File: config.mk
export PLATFORM = sky130hd
export DESIGN_NAME = line_circuit_state_control
export DESIGN_NICKNAME = d
export VERILOG_FILES = /design/src/hw/line_ctrl_pkg.sv /design/src/hw/line_circuit_state_control.sv
export SDC_FILE = /design/constraint.sdc
export NUM_CORES = 1
export LEC_CHECK = 0
export BUFFER_PORTS_ARGS = -buffer_cell sky130_fd_sc_hd__buf_4
export CAP_MARGIN = 30
export CORE_ASPECT_RATIO = 0.8
export CORE_MARGIN = 1.5
export CORE_UTILIZATION = 35
export CTS_CLUSTER_SIZE = 20
export DETAILED_ROUTE_END_ITERATION = 10
export HOLD_SLACK_MARGIN = 0.03
export SYNTH_ARGS = -nofsm -noshare
export SYNTH_HDL_FRONTEND = slang
export SYNTH_SLANG_ARGS = --single-unit
export TNS_END_PERCENT = 20
File: constraint.sdc
create_clock -name clk -period 2.45 [get_ports clk]
set_clock_uncertainty 0.15 [all_clocks]
set_input_delay 0.245 -clock clk [delete_from_list [all_inputs] [get_ports clk]]
set_output_delay 0.245 -clock clk [all_outputs]
set_load 0.02 [all_outputs]
File: src/hw/line_ctrl_pkg.sv
/*
   Shared types and constants for the line circuit state control block.
   Assumes one 100 MHz clock and pins that are asynchronous to it.
*/
`default_nettype none
package line_ctrl_pkg;

   // ****************************************
   // Control word layout
   // ****************************************
   localparam int TIER_POS = 3;
   localparam int CODE_W   = 3;

   // ****************************************
   // Primary codes
   // ****************************************
   localparam logic [2:0] PRI_SCAN   = 3'h0;
   localparam logic [2:0] PRI_FWD    = 3'h1;
   localparam logic [2:0] PRI_REV    = 3'h2;
   localparam logic [2:0] PRI_TR_AMP = 3'h3;
   localparam logic [2:0] PRI_RING   = 3'h4;
   localparam logic [2:0] PRI_T_AMP  = 3'h5;
   localparam logic [2:0] PRI_R_AMP  = 3'h6;
   localparam logic [2:0] PRI_DISC   = 3'h7;

   // ****************************************
   // Secondary codes
   // ****************************************
   localparam logic [2:0] SEC_TR_V   = 3'h0;
   localparam logic [2:0] SEC_T_V    = 3'h1;
   localparam logic [2:0] SEC_R_V    = 3'h2;
   localparam logic [2:0] SEC_XIMP_I = 3'h3;
   localparam logic [2:0] SEC_REF    = 3'h4;
   localparam logic [2:0] SEC_AC_I   = 3'h5;
   localparam logic [2:0] SEC_UNUSED = 3'h6;
   localparam logic [2:0] SEC_OFF    = 3'h7;

   // ****************************************
   // Types
   // ****************************************
   typedef enum logic [2:0] {
      MODE_SCAN,
      MODE_FWD,
      MODE_REV,
      MODE_RING,
      MODE_DISC
   } line_mode_t;

   typedef enum logic [2:0] {
      SRC_NONE,
      SRC_TR_V,
      SRC_T_V,
      SRC_R_V,
      SRC_XIMP_I,
      SRC_REF,
      SRC_AC_I
   } test_src_t;

   typedef struct packed {
      logic tip_break;   // 1 = closed
      logic ring_break;  // 1 = closed
      logic ring_access; // 1 = closed
   } switch_t;

   typedef struct packed {
      logic       level_en;
      logic       signal_en;
      test_src_t  source;
   } test_t;

   typedef struct packed {
      logic [3:0] code;
      logic       strobe;
      logic       reset_n;
      logic       loop_closed;
      logic       ring_trip;
      logic       ground_seen;
   } pins_t;

   // ****************************************
   // Reset values
   // ****************************************
   localparam switch_t    SW_ALL_OFF = '{1'b0, 1'b0, 1'b0};
   localparam test_t      TEST_IDLE  = '{1'b0, 1'b0, SRC_NONE};
   localparam line_mode_t MODE_RST   = MODE_DISC;
   localparam pins_t      PINS_RST   = '{4'hf, 1'b1, 1'b0, 1'b0, 1'b0, 1'b0};

endpackage
`default_nettype wire

File: src/hw/line_circuit_state_control.sv
/*
   Control logic of a subscriber line interface: control word capture,
   two-tier decode into line mode, switch and test path settings, and
   the two supervision outputs.
   Assumes every pin input is asynchronous to clk; the analog side reads
   the decoded outputs as levels.
*/
`default_nettype none

module line_circuit_state_control
#(
   parameter bit GND_ACTIVE_HIGH = 1'b1 // Ground present drives output high
)
(
   input  wire logic                    clk,                // 100 MHz clock
   input  wire logic                    rst,                // Async reset, high
   input  wire logic                    code_bit_0,         // Control word bit 0
   input  wire logic                    code_bit_1,         // Control word bit 1
   input  wire logic                    code_bit_2,         // Control word bit 2
   input  wire logic                    tier_select_bit,    // 0 primary, 1 secondary
   input  wire logic                    latch_strobe,       // Capture on fall
   input  wire logic                    line_reset_n,       // Line reset pin, low
   input  wire logic                    loop_closed,        // Loop closure detector
   input  wire logic                    ring_trip,          // Ring trip detector
   input  wire logic                    ground_detect_flag, // Tip/ring ground seen
   output var  line_ctrl_pkg::line_mode_t line_mode,        // Line circuit mode
   output var  line_ctrl_pkg::switch_t  switches,           // Break/access switches
   output var  line_ctrl_pkg::test_t    test_path,          // Test path settings
   output logic                         loop_status_n,      // Low = off-hook/trip
   output logic                         ground_detect_out   // Ground indication
);
   import line_ctrl_pkg::*;

   // ****************************************
   // Switch settings per primary code
   // ****************************************
   // Ring access closes only with both breaks open, so the ringing
   // source never meets a driven tip or ring
   localparam switch_t SW_FEED      = '{1'b1, 1'b1, 1'b0};
   localparam switch_t SW_RINGING   = '{1'b0, 1'b0, 1'b1};
   localparam switch_t SW_TIP_ONLY  = '{1'b1, 1'b0, 1'b0};
   localparam switch_t SW_RING_ONLY = '{1'b0, 1'b1, 1'b0};
   localparam switch_t SW_CAL_OPEN  = '{1'b0, 1'b0, 1'b0};

   // ****************************************
   // State
   // ****************************************
   typedef struct packed {
      pins_t      sync1;
      pins_t      sync2;
      logic       strobe_prev;
      line_mode_t mode;
      switch_t    sw;
      test_t      test;
      logic       status_n;
      logic       gnd_out;
   } state_t;

   // Sync stages leave reset showing the line reset asserted, which only
   // repeats the reset state for two cycles; strobe history starts high
   // like an idle strobe pin, so leaving reset with the strobe pin high is never taken as a fall
   localparam state_t STATE_RST = '{
      PINS_RST,
      PINS_RST,
      1'b1,
      MODE_RST,
      SW_ALL_OFF,
      TEST_IDLE,
      1'b1,
      ~GND_ACTIVE_HIGH
   };

   state_t state_q;
   state_t state_d;
   pins_t  pins_raw;

   assign pins_raw.code        = {tier_select_bit, code_bit_2, code_bit_1, code_bit_0};
   assign pins_raw.strobe      = latch_strobe;
   assign pins_raw.reset_n     = line_reset_n;
   assign pins_raw.loop_closed = loop_closed;
   assign pins_raw.ring_trip   = ring_trip;
   assign pins_raw.ground_seen = ground_detect_flag;

   // ****************************************
   // Next state
   // ****************************************
   always_comb
   begin
      logic              capture;
      logic              line_held;
      logic              tier_sec;
      logic [CODE_W-1:0] low_code;
      state_d   = state_q;
      capture   = 1'b0;
      line_held = ~state_q.sync2.reset_n;
      tier_sec  = state_q.sync2.code[TIER_POS];
      low_code  = state_q.sync2.code[CODE_W-1:0];

      // ****************************************
      // Synchronisers and strobe edge
      // ****************************************
      // Second stage is the only reader of the first
      state_d.sync1       = pins_raw;
      state_d.sync2       = state_q.sync1;
      state_d.strobe_prev = state_q.sync2.strobe;

      // Capture once per falling strobe; a held-low strobe re-reads nothing
      capture = state_q.strobe_prev & ~state_q.sync2.strobe;

      // ****************************************
      // Control word decode
      // ****************************************
      if (line_held)
      begin
         // Pin reset wins over word and strobe
         state_d.mode = MODE_DISC;
         state_d.sw   = SW_ALL_OFF;
         // Test path is cleared too, so no stale source outlives a line reset
         state_d.test = TEST_IDLE;
      end
      else if (capture)
      begin
         if (!tier_sec)
         begin
            // Test path is left alone by every primary code
            case (low_code)
               PRI_SCAN:
               begin
                  state_d.mode = MODE_SCAN;
                  state_d.sw   = SW_FEED;
               end
               PRI_FWD:
               begin
                  state_d.mode = MODE_FWD;
                  state_d.sw   = SW_FEED;
               end
               PRI_REV:
               begin
                  state_d.mode = MODE_REV;
                  state_d.sw   = SW_FEED;
               end
               PRI_TR_AMP:
               begin
                  // Calibration setting: both breaks open, mode kept
                  state_d.sw = SW_CAL_OPEN;
               end
               PRI_RING:
               begin
                  state_d.mode = MODE_RING;
                  state_d.sw   = SW_RINGING;
               end
               PRI_T_AMP:
               begin
                  state_d.sw = SW_TIP_ONLY;
               end
               PRI_R_AMP:
               begin
                  state_d.sw = SW_RING_ONLY;
               end
               PRI_DISC:
               begin
                  state_d.mode = MODE_DISC;
                  state_d.sw   = SW_ALL_OFF;
               end
               default:
               begin
                  state_d.mode = state_q.mode;
               end
            endcase
         end
         else
         begin
            // Mode and switches are not touched here
            case (low_code)
               SEC_TR_V:
               begin
                  state_d.test = '{1'b1, 1'b1, SRC_TR_V};
               end
               SEC_T_V:
               begin
                  state_d.test = '{1'b1, 1'b1, SRC_T_V};
               end
               SEC_R_V:
               begin
                  state_d.test = '{1'b1, 1'b1, SRC_R_V};
               end
               SEC_XIMP_I:
               begin
                  state_d.test = '{1'b1, 1'b1, SRC_XIMP_I};
               end
               SEC_REF:
               begin
                  state_d.test = '{1'b1, 1'b0, SRC_REF};
               end
               SEC_AC_I:
               begin
                  state_d.test = '{1'b1, 1'b1, SRC_AC_I};
               end
               SEC_UNUSED:
               begin
                  // Undefined code: safest reading is no change
                  state_d.test = state_q.test;
               end
               SEC_OFF:
               begin
                  state_d.test = TEST_IDLE;
               end
               default:
               begin
                  state_d.test = state_q.test;
               end
            endcase
         end
      end

      // ****************************************
      // Supervision
      // ****************************************
      // Supervision runs every cycle from the synchronised detectors
      case (state_q.mode)
         MODE_DISC:
         begin
            state_d.status_n = 1'b1;
         end
         MODE_RING:
         begin
            state_d.status_n = ~state_q.sync2.ring_trip;
         end
         MODE_SCAN:
         begin
            // Only loop closure stays awake in scan
            state_d.status_n = ~state_q.sync2.loop_closed;
         end
         MODE_FWD:
         begin
            state_d.status_n = ~state_q.sync2.loop_closed;
         end
         MODE_REV:
         begin
            state_d.status_n = ~state_q.sync2.loop_closed;
         end
         default:
         begin
            state_d.status_n = 1'b1;
         end
      endcase

      // Polarity left open; parameter picks the sense
      if (GND_ACTIVE_HIGH)
      begin
         state_d.gnd_out = state_q.sync2.ground_seen;
      end
      else
      begin
         state_d.gnd_out = ~state_q.sync2.ground_seen;
      end
   end

   // ****************************************
   // Registers
   // ****************************************
   always_ff @(posedge clk or posedge rst)
   begin
      if (rst)
      begin
         state_q <= STATE_RST;
      end
      else
      begin
         state_q <= state_d;
      end
   end

   // ****************************************
   // Outputs
   // ****************************************
   // Each output is a field of the state register; no logic after it
   assign line_mode         = state_q.mode;
   assign switches          = state_q.sw;
   assign test_path         = state_q.test;
   assign loop_status_n     = state_q.status_n;
   assign ground_detect_out = state_q.gnd_out;

endmodule
`default_nettype wire

; ---- Word level (Yosys, flattened, before mapping)
; Cells that the tools add are included.
[totals]
reg_bits = 32
in_bits = 11
[op_classes]
eq_ne = 15
n_mux = 8
bitwise = 4
n_reduce_logical = 8
[ops]
columns = operator, count
row1 = 5-bit one-hot mux with 7 select lines, 1
row2 = 3-bit one-hot mux with 5 select lines, 2
row3 = 11-bit two-way mux, 2
row4 = "3-bit by 2-bit == test with 1-bit output, second input constant", 4
row5 = "3-bit == test, second input constant", 4
row6 = "3-bit by 1-bit == test with 1-bit output, second input constant", 2
row7 = 3-bit zero test, 2
row8 = 6-bit two-way mux, 1
row9 = "6-bit by 1-bit inequality test with 1-bit output, second input constant", 1
row10 = 3-bit AND reduction, 2
row11 = 3-bit OR reduction, 2
row12 = 5-bit two-way mux, 1
row13 = "2-bit by 1-bit inequality test with 1-bit output, second input constant", 2
row14 = "2-bit inequality test, second input constant", 2
row15 = 1-bit NOT, 3
row16 = 1-bit one-hot mux with 2 select lines, 1
row17 = 2-bit AND reduction, 1
row18 = 2-bit OR reduction, 1
row19 = 1-bit bitwise AND, 1

; ---- Logic depth before layout (Yosys ltp)
; Gate-level depths: netlist (run 1).
[depth]
ltp_word = 6
mapped_depth = 4

; ---- Least setup slack after synthesis (run 1)
; Ideal clock, no wire load.
[synth_timing]
path_type = flip-flop to flip-flop
from = register state_q[13] (netlist bit)
to = register state_q (netlist bit switches[0])
setup_ns = 0.073
t_arrival_ns = 1.482
t_required_ns = 2.227
slack_ns = 0.745
stages_incl_launch_ff = 5
path_buffers = 1
synth_period_minus_slack_ns = 1.705
path_cell_list = dfstp_2 > or3b_1 > buf_6 > or3_4 > a21oi_2
[synth_via]
elab_chain_cells = 3
[synth_rtl]
columns = element, line_no
row1 = from (decl), line_circuit_state_control.sv:73  ; state_t state_q;
row2 = from (signal assigned), line_circuit_state_control.sv:270  ; state_q <= state_d;
row3 = 1-bit bitwise AND, line_circuit_state_control.sv:108  ; capture = state_q.strobe_prev & ~state_q.sync2.strobe;
row4 = 2-bit by 1-bit inequality test with 1-bit output (no line), n/a
row5 = 2-bit AND reduction (no line), n/a
; Every way passes these cells.
; A chain may end at the register's enable or synchronous reset.

; ---- Worst setup path in the final report (run 1)
; Ends and elaborated chain as after synthesis.

==> metrics, run 1 <==
drt initial violations=44; y dimension of the die=56.40 µm; Worst Setup Path Type=reg -> reg; row cnt=19; horizontal extent of the die=69.75 µm; iteration count of the initial detailed-routing pass=4; CTS sink count=32; count of distinct cell types in the synthesized netlist=33; Worst slew margin=0.7453; drc violations=0; ant diodes=0; root buf cell=sky130_fd_sc_hd__clkbuf_8; fraction of final layout cells sized beyond drive strength 1=0.3953; fraction of the cycle the final worst path needs=0.7244; maximum count of clock buffers along a single path=2; gp weighted congestion=0.8700; Worst Max-Slew Pin Slew=0.3821 ns; number of pins exceeding their max-slew limit in the final report=0; number of antenna violations at the first check in global routing=0; Final Critical Period=1.775 ns; fraction of registers with async set or reset after synthesis=1.000; standard cell core area=3423 µm²; number of port buffers=23; nature of the critical path startpoint=register; number of I/O pins=24; synthesis-to-layout area growth=25.98%; post-synth net total=112; Tot GR Track Use=0.1166; TritonCTS clock tree=built; total number of yosys warnings=0; via density per instance=4.719; maximum number of pins on one net before global-route repair=33; NetSw=0.0002445 W; most instantiated flip-flop cell in the synthesis netlist=sky130_fd_sc_hd__dfrtp_1; Cells after Synth=101; vias in the first global route=780; H-tree levels=2; result of the run=completed; placed wire-length estimate after detailed placement=1.290 mm; post-synthesis register bit count=32; ANT nets after route=0; Max Cap Violations=0; initial core utilization=0.3644; unrepaired setup endpoints after global routing=false; sequential element share of the synthesized area=0.6550; clock buffer count from CTS=5; Internal Dissipation=0.0008268 W; Pwr per Cell Area=681.7 nW/µm²; first-pass GRT wire length=3.463 mm; share of total power in sequential cells=0.540; Data arrival, critical path=1.83 ns; die outline area=3934 µm²; largest voltage drop on the vdd net=0.4181 mV; leakage power=0.6857 nW; Required @ worst endpoint=2.51 ns; Via Count=807; Avg Cell Area, Syn=12.35 µm²; cell area after placement=1379 µm²; post-layout instance area=1572 µm²; final wirelength=2.014 mm; final hold violation count=0; Comb power frac=0.080; buffer count from post-CTS setup fixing=0; final count of negative-setup-slack endpoints=0; type of the most critical hold path=reg -> reg; crit path capture type=register; clock latency on the worst-skew pair=0.27 ns; Setup TNS=0 ns; clock share of power=0.380; highest fanout seen on the critical path=8; routed wirelength normalized by instance count=11.78 µm; summed instance area of the synthesized netlist=1247 µm²; GR Overflow Total=0; maximum clock rate=0.5634 GHz; clock slew at the register clock pins of the worst setup and hold paths=0.06 ns; switching share of power=0.2282; Final nets=139; number of flops mapped to enable cells by yosys=0
[cell usage after synthesis (all sizes together), types with 2 or more instances]
master	n	area share
dfrtp	19	0.38
dfstp	13	0.27
buf	12	0.075
nand2	9	0.027
a21oi	8	0.035
inv	5	0.015
o21ai	5	0.020
nand3	4	0.016
a211oi	3	0.018
clkbuf	2	0.0060
nor2	2	0.0060
[final cells by class]
class                   count  area (µm²)
inverters                   5       18.77
well taps                  42       52.55
clock buffers               6       82.58
repair buffers             34       280.3
flip-flops and latches     32       817.0
fillers                   332        1852
clock inverters             2       10.01
multi-input cells          50       310.3
[cell usage in the layout (no fill, tap or decap), drive strengths merged, types with 2 or more instances in the layout]
master       Yosys  layout
buf             12      24
dfrtp           19      19
dfstp           13      13
dlygate4sd3      0      10
nand2            9       9
a21oi            8       8
clkbuf           2       6
o21ai            5       5
inv              5       5
nand3            4       4
a211oi           3       3
nor2             2       2
clkinv           0       2
[kinds of logic after synthesis]
family	Yosys count	share of synthesized area
DFF	32	0.6550
AOI/OAI and AO/OA	26	0.1364
and+or+nand+nor	24	0.1123
buffers and inverters	19	0.09628
[metrics by stage]
stage	total power, W	std cells	worst slack [ns]	hold WS (ns)	utilization
after floorplan	0.0006352	101	0.7453	0.09948	-
after global placement	0.0006593	153	0.7307	0.1827	0.4028
after detailed placement	0.0006614	153	0.6883	0.1847	0.4028
after CTS	0.001086	171	0.6726	0.1997	0.4591
after global routing	0.001120	171	0.6236	0.2093	0.4591
final	0.001071	171	0.6752	0.1980	0.4591
[state kept, by name, indices dropped and copies added, names as in the netlist]
| signal | count |
|---|---|
| ground_detect_out | 1 |
| line_mode | 3 |
| loop_status_n | 1 |
| state_d | 11 |
| state_q | 8 |
| switches | 3 |
| test_path | 5 |
[timing repair]
item / in CTS / in global routing
hold buffers: 10 / 0
resized for setup: 0 / 0
endpoints found under the hold margin: 28 / 0
[power groups by stage]
stage          clock, W  combinational, W  sequential, W
2_1_floorplan         0         0.0000548       0.000580
3_3_place_gp          0         0.0000733       0.000586
3_5_place_dp          0         0.0000741       0.000587
4_1_cts        0.000421         0.0000870       0.000578
5_1_grt        0.000444         0.0000944       0.000582
6_report       0.000407         0.0000858       0.000579
[layer usage]
layer	vias to the layer above	GRT usage	wire, µm
li1	399	-	-
met3	4	0.05206	166
met4	0	0.07143	38
met1	368	0.1372	862
met2	36	0.1758	947
met5	-	0	0
[critical path, cell delays in order (launching register included)]
cell and delay (ns):
sky130_fd_sc_hd__dfstp_2 0.55, sky130_fd_sc_hd__or3b_1 0.47, sky130_fd_sc_hd__or3_4 0.41, sky130_fd_sc_hd__a21oi_2 0.13
[path summary, 6_finish.rpt]
check	start	end	slack (ns)	depth (start not counted)
min in group asynchronous	rst	line_mode[0]$_DFFE_PP0P_	0.45	4
worst min-delay path	state_d[15]$_DFF_PP0_	state_q[15]$_DFF_PP0_	0.20	0
worst min register to register	state_d[15]$_DFF_PP0_	state_q[15]$_DFF_PP0_	0.20	0
worst max-delay path	state_q[13]$_DFF_PP1_	switches[0]$_DFFE_PP0P_	0.68	3
worst max register to register	state_q[13]$_DFF_PP1_	switches[0]$_DFFE_PP0P_	0.68	3
max in group asynchronous	rst	loop_status_n$_DFF_PP1_	1.38	4
Note: power is estimated with default switching activity, not from simulation.
==> run 2, diff against run 1 <==
- ABC_AREA: not set -> 1
- clock period: 2.45 -> 1.62 ns (I/O delays scaled with it)
==> run 2 against run 1 <==
Net effect: synthesized area is 2.3% lower; via count is 2.2% lower; register-to-register slack worse by 0.42 ns; worst hold slack worse by 0.0014 ns; non-clock buffer count stayed put; clock power is 80% higher; fmax is 30% higher; critical endpoint is now switches[1]$_DFFE_PP0P_; largest cell class unchanged; largest power group unchanged.
==> metrics, run 2 <==
Data arrival, critical path=1.39 ns (-0.44 ns); sequential element share of the synthesized area=0.6704 (+0.01547); drt initial violations=26 (-41%); ant diodes=0 (unchanged); area share of the largest cell type after synthesis=0.3901 (+0.009000); most common library cell in the layout ignoring fill and taps=sky130_fd_sc_hd__nand2_1; TritonCTS clock tree=built; Reg2Reg Setup Slack=0.26 ns (-0.42 ns); Via Count=789 (-2.2%); clock slew at the register clock pins of the worst setup and hold paths=0.06 ns (about the same); number of flops mapped to enable cells by yosys=0 (unchanged); number of antenna violations at the first check in global routing=0 (unchanged); RR Endpoint=switches[1]$_DFFE_PP0P_; Tot GR Track Use=0.1079 (-0.008750); Hold Path Cell Cnt=0 (unchanged); first-pass GRT wire length=2.898 mm (-16%); die outline area=3847 µm² (-2.2%); Worst Max-Slew Pin Slew=0.3655 ns (-0.01660 ns); cell types with the highest counts after synthesis=sky130_fd_sc_hd__nand2_1 (34), sky130_fd_sc_hd__dfrtp_1 (19), sky130_fd_sc_hd__dfstp_2 (13); Worst Hold End=ground_detect_out$_DFF_PP0_; number of I/O pins=24 (unchanged); fraction of final layout cells sized beyond drive strength 1=0.3425 (-0.05288); iteration count of the initial detailed-routing pass=4 (unchanged); result of the run=completed; worst min-delay path startpoint=state_d[0]$_DFF_PP0_; root buf cell=sky130_fd_sc_hd__clkbuf_8; Avg Cell Area, Syn=10.51 µm² (-15%); H-tree levels=2 (unchanged); maximum count of clock buffers along a single path=2 (unchanged); ANT nets after route=0 (unchanged); unrepaired setup endpoints after global routing=false; final count of negative-setup-slack endpoints=0 (unchanged); most frequent cells in the layout=sky130_fd_sc_hd__nand2_1 (34), sky130_fd_sc_hd__buf_4 (24), sky130_fd_sc_hd__dfrtp_1 (19); clock latency on the worst-skew pair=0.28 ns (about the same); multi-input combinational cell area=270.3 µm² (-13%); gp weighted congestion=0.8810 (+1.3%); Final Critical Period=1.364 ns (-0.4107 ns); nature of the critical path startpoint=register; worst reg-to-reg path cell count=5 (+2); most common cell in the netlist=sky130_fd_sc_hd__nand2_1; crit path capture type=register; most instantiated flip-flop cell in the synthesis netlist=sky130_fd_sc_hd__dfrtp_1; critical path, cell by cell=nand2_1 > o21ai_2 > inv_1 > nand2_1 > o21ai_1; horizontal extent of the die=68.97 µm (-1.1%); overall power after layout=0.001808 W (+69%); row cnt=18 (-1); synthesis-to-layout area growth=28.54%; cell area after placement=1359 µm² (-1.5%); Worst slew margin=0.7564 (+0.01107); drc violations=0 (unchanged); total number of yosys warnings=0 (unchanged); standard cell core area=3198 µm² (-6.6%); Max Cap Violations=0 (unchanged); leakage power=0.7988 nW (+16%); dominant cells by area after synthesis=sky130_fd_sc_hd__dfrtp_1 (39%), sky130_fd_sc_hd__dfstp_2 (28%), sky130_fd_sc_hd__nand2_1 (10%); via density per instance=4.242 (-10%); critical path's largest stage delay=0.53 ns (-0.02 ns); Worst Setup Path Type=reg -> reg; Pwr per Cell Area=1154 nW/µm² (+69%); type of the most critical hold path=reg -> reg; routed wirelength normalized by instance count=9.538 µm (-19%); Final nets=156 (+12%); count of distinct cell types in the synthesized netlist=14 (-58%); worst-path cell with the longest stage delay=sky130_fd_sc_hd__dfstp_2; post-synthesis register bit count=32 (unchanged); # fillers=307 (-7.5%); clock buffer count from CTS=5 (unchanged); final wirelength=1.774 mm (-12%); y dimension of the die=55.78 µm (-1.1%); fraction of registers with async set or reset after synthesis=1.000 (unchanged); area of all sequential standard cells=817.0 µm² (unchanged); Cells after Synth=116 (+15%); post-layout instance area=1567 µm² (-0.32%); summed instance area of the synthesized netlist=1219 µm² (-2.3%); placed wire-length estimate after detailed placement=1.249 mm (-3.2%); Setup TNS=0 ns (unchanged); final standard cell utilization of the core=0.4898 (+0.03076); number of port buffers=23 (unchanged); flip-flop count of the largest register after layout=11 (unchanged); vias in the first global route=734 (-5.9%); fraction of the cycle the final worst path needs=0.8421 (+0.1177); final hold violation count=0 (unchanged); largest voltage drop on the vdd net=0.5760 mV (+38%); highest fanout seen on the critical path=6 (-2); crit-path most repeated cell=sky130_fd_sc_hd__nand2_1; Resized Gates After CTS=0 (unchanged); Hold WS=0.1967 ns (-0.001377 ns); maximum number of pins on one net before global-route repair=33 (unchanged); number of pins exceeding their max-slew limit in the final report=0 (unchanged); post-synth net total=127 (+13%); GR Overflow Total=0 (unchanged); CTS sink count=32 (unchanged); maximum clock rate=0.7331 GHz (+30%); source of the worst register-to-register timing path=state_q[13]$_DFF_PP1_; Required @ worst endpoint=1.64 ns (-0.87 ns); Yosys top cell by area=sky130_fd_sc_hd__dfrtp_1; initial core utilization=0.3811 (+0.01666)
run 2: cell count changes after synthesis, moves of 2 or more:
cell / before / now
sky130_fd_sc_hd__nand3_1: 4 / 12
sky130_fd_sc_hd__inv_1: 4 / 10
sky130_fd_sc_hd__o21ai_0: 5 / 1
sky130_fd_sc_hd__o21ai_1: 0 / 3
sky130_fd_sc_hd__nand2_2: 0 / 3
sky130_fd_sc_hd__clkbuf_1: 2 / 0
sky130_fd_sc_hd__a21oi_1: 7 / 3
sky130_fd_sc_hd__nand2_1: 9 / 34
sky130_fd_sc_hd__a211oi_1: 3 / 0
run 2: cells by family (layout without fill, tap and decap cells):
logic type / Yosys count / count (layout) / synth area share
simple gates: 52 / 52 / 0.1786
compound gates: 9 / 9 / 0.04311
flops: 32 / 32 / 0.6704
buf+inv: 23 / 53 / 0.1078
run 2: worst max-delay path: cells and delay by family, from the launching register on:
family          cells  cell delay [ns]
flops               1             0.53
compound gates      2             0.29
simple gates        2             0.14
buf+inv             1             0.15
run 2: power by group:
| group | internal, W | switching (W) | total (W) | leakage, nW |
|---|---|---|---|---|
| registers | 0.000863 | 0.0000289 | 0.000892 | 0.376 |
| clock network | 0.000455 | 0.000277 | 0.000732 | 0.0552 |
| logic | 0.0000840 | 0.0000991 | 0.000183 | 0.367 |
run 2: routing by layer:
metal	track usage	part of all wire	wire length [µm]
met1	0.1240	0.47	831
met4	0.08403	0.022	39
met3	0.05466	0.078	139
met5	0	0	0
met2	0.1484	0.43	764
run 2: what timing repair did:
item	in CTS	in global routing
buffers inserted	0	0
hold endpoints to repair	28	0
setup endpoints to repair	0	0
hold buffers	10	0
run 2: layout make-up:
type | instances | area share
inverter | 11 | 0.02636
timing repair buffer | 34 | 0.1789
sequential | 32 | 0.5216
clock buffer | 6 | 0.04633
multi-input combinational | 61 | 0.1725
tap | 40 | 0.03195
clock inverter | 2 | 0.02236
run 2: how the worst max path moves through the flow:
| stage | from | end | cells after the start |
|---|---|---|---|
| detailed placement | state_q[13]$_DFF_PP1_ | switches[1]$_DFFE_PP0P_ | 5 |
| CTS | state_q[13]$_DFF_PP1_ | switches[1]$_DFFE_PP0P_ | 5 |
| finish | state_q[13]$_DFF_PP1_ | switches[1]$_DFFE_PP0P_ | 5 |
| floorplan | state_q[13]$_DFF_PP1_ | switches[2]$_DFFE_PP0P_ | 5 |
| global route | state_q[13]$_DFF_PP1_ | switches[2]$_DFFE_PP0P_ | 5 |
| global placement | state_q[13]$_DFF_PP1_ | switches[1]$_DFFE_PP0P_ | 5 |
run 2: metrics by stage:
step | std cells | worst slack, ns
2_1_floorplan | 116 | 0.3691
4_1_cts | 186 | 0.2526
3_3_place_gp | 168 | 0.2721
6_report | 186 | 0.2558
5_1_grt | 186 | 0.1398
3_5_place_dp | 168 | 0.2577
==> run 3, diff against run 2 <==
- clock period: 1.62 -> 1.3 ns (I/O delays scaled with it)
==> run 3 against run 2 <==
Net effect: the run now ends with negative setup slack left; power is 27% higher; die area stayed put; design area is 6.4% higher; sequential cell count stayed put; wire length is 11% higher; setup slack worse by 0.28 ns; critical path depth stayed put; first-iteration DRC count is 27% lower; non-clock buffer count is 8 higher; core utilization is 3.1 points higher; register-to-register slack worse by 0.28 ns; via count is 7.7% higher; largest cell class unchanged.
==> metrics, run 3 (synthesis results as in run 2) <==
result of the run=finished, violations left; failing checks=negative setup slack; die outline area=3847 µm² (unchanged); overall power after layout=0.002290 W (+27%); clock slew at the register clock pins of the worst setup and hold paths=0.06 ns (about the same); cell area after placement=1396 µm² (+2.8%); synthesis-to-layout area growth=36.76%; Required @ worst endpoint=1.33 ns (-0.31 ns); Final Critical Period=1.322 ns (-0.04259 ns); drc violations=0 (unchanged); unrepaired setup endpoints after global routing=true; flip-flop count of the largest register after layout=11 (unchanged); crit path capture type=register; Pwr per Cell Area=1374 nW/µm² (+19%); Post-Place Cells=173 (+3.0%); drt initial violations=19 (-27%); maximum clock rate=0.7567 GHz (+3.2%); final hold violation count=0 (unchanged); TritonCTS clock tree=built; leakage power=0.8393 nW (+5.1%); number of port buffers=23 (unchanged); maximum count of clock buffers along a single path=2 (unchanged); row cnt=18 (unchanged); y dimension of the die=55.78 µm (unchanged); Via Count=850 (+7.7%); count of non-filler cells in the finished layout=194 (+4.3%); Final nets=164 (+5.1%); clock buffer count from CTS=5 (unchanged); maximum number of pins on one net before global-route repair=33 (unchanged); Hold WS=0.1973 ns (+0.0006260 ns); H-tree levels=2 (unchanged); routed wirelength normalized by instance count=10.15 µm (+6.5%); standard cell core area=3198 µm² (unchanged); Worst slew margin=0.7545 (-0.001820); post-layout instance area=1667 µm² (+6.4%); Data arrival, critical path=1.35 ns (-0.04 ns); Worst Setup Path Type=reg -> reg; via density per instance=4.381 (+3.3%); final standard cell utilization of the core=0.5211 (+0.03130); horizontal extent of the die=68.97 µm (unchanged); CTS sink count=32 (unchanged); fraction of the cycle the final worst path needs=1.017 (+0.1745); final critical-path setup slack=-0.02156 ns (-0.2774 ns); nature of the critical path startpoint=register; first-pass GRT wire length=3.298 mm (+14%); initial core utilization=0.3811 (unchanged); fraction of final layout cells sized beyond drive strength 1=0.4545 (+0.1121); iteration count of the initial detailed-routing pass=4 (unchanged); final wirelength=1.970 mm (+11%); type of the most critical hold path=reg -> reg; vias in the first global route=809 (+10%); ANT nets after route=0 (unchanged); placed wire-length estimate after detailed placement=1.299 mm (+4.0%); number of pins exceeding their max-slew limit in the final report=0 (unchanged); gp weighted congestion=0.8172 (-7.2%); highest fanout seen on the critical path=4 (-2); largest voltage drop on the vdd net=0.8271 mV (+44%); final count of negative-setup-slack endpoints=3 (+3); most common library cell in the layout ignoring fill and taps=sky130_fd_sc_hd__buf_4; clock latency on the worst-skew pair=0.28 ns (about the same); GR Overflow Total=0 (unchanged); Max Cap Violations=0 (unchanged); number of I/O pins=24 (unchanged); Worst Max-Slew Pin Slew=0.3682 ns (+0.002729 ns); ant diodes=0 (unchanged); Tot GR Track Use=0.1233 (+0.01547); number of antenna violations at the first check in global routing=0 (unchanged); root buf cell=sky130_fd_sc_hd__clkbuf_8; most frequent cells in the layout=sky130_fd_sc_hd__buf_4 (31), sky130_fd_sc_hd__nand2_1 (28), sky130_fd_sc_hd__dfrtp_1 (18)
run 3: changes by cell type in the layout (fill, tap and decap cells not counted), sizes merged:
cell,change
buf,+8
run 3: where the power goes:
group	switching (W)	internal, W
clock network	0.000345	0.000568
registers	0.0000373	0.00108
logic	0.000139	0.000126
total	0.000521	0.00177
run 3: path summary, 6_finish.rpt:
| path | start | endpoint | slack [ns] | cells after the start |
|---|---|---|---|---|
| min in group asynchronous | rst | state_d[16]$_DFF_PP0_ | 0.34 | 4 |
| max reg2reg | state_q[19]$_DFF_PP1_ | line_mode[0]$_DFFE_PP0P_ | -0.02 | 5 |
| max | state_q[19]$_DFF_PP1_ | line_mode[0]$_DFFE_PP0P_ | -0.02 | 5 |
| min reg2reg | state_d[15]$_DFF_PP0_ | state_q[15]$_DFF_PP0_ | 0.20 | 0 |
| min | state_d[15]$_DFF_PP0_ | state_q[15]$_DFF_PP0_ | 0.20 | 0 |
| max in group asynchronous | rst | loop_status_n$_DFF_PP1_ | 0.35 | 4 |
run 3: critical path, cell delays in order (launching register included):
cell and delay (ns):
sky130_fd_sc_hd__dfstp_2 0.58, sky130_fd_sc_hd__nand2_2 0.09, sky130_fd_sc_hd__a21oi_2 0.16, sky130_fd_sc_hd__nand2_2 0.10
sky130_fd_sc_hd__nand3_1 0.08, sky130_fd_sc_hd__nand2_1 0.05
run 3: cell type report:
| class | count | area, µm² |
|---|---|---|
| clock buffer | 6 | 72.57 |
| clock inverter | 2 | 35.03 |
| fill | 280 | 1531 |
| inverter | 11 | 41.29 |
| multi-input combinational | 61 | 305.3 |
| sequential | 32 | 818.3 |
| tap | 40 | 50.05 |
| timing repair buffer | 42 | 344.1 |
run 3: stage by stage:
stage | TNS, ns | setup WS, ns
floorplan | 0 | 0.04910
global placement | -0.02797 | -0.01411
detailed placement | -0.07000 | -0.03776
CTS | -0.01927 | -0.008887
global route | -0.4690 | -0.06793
finish | -0.05072 | -0.02156
run 3: layer usage:
metal  vias up  share of wire  GRT usage
met1       388           0.43     0.1333
li1        427              -          -
met4         0          0.034    0.09244
met2        27           0.48     0.1854
met3         8          0.058    0.05466
met5         -              0          0
run 3: timing repair:
item,4_1_cts,5_1_grt
endpoints found under the setup margin,7,11
hold endpoints to repair,28,0
resized for setup,7,8
pin swaps,3,3
hold buffers,10,0
buffers inserted,3,0
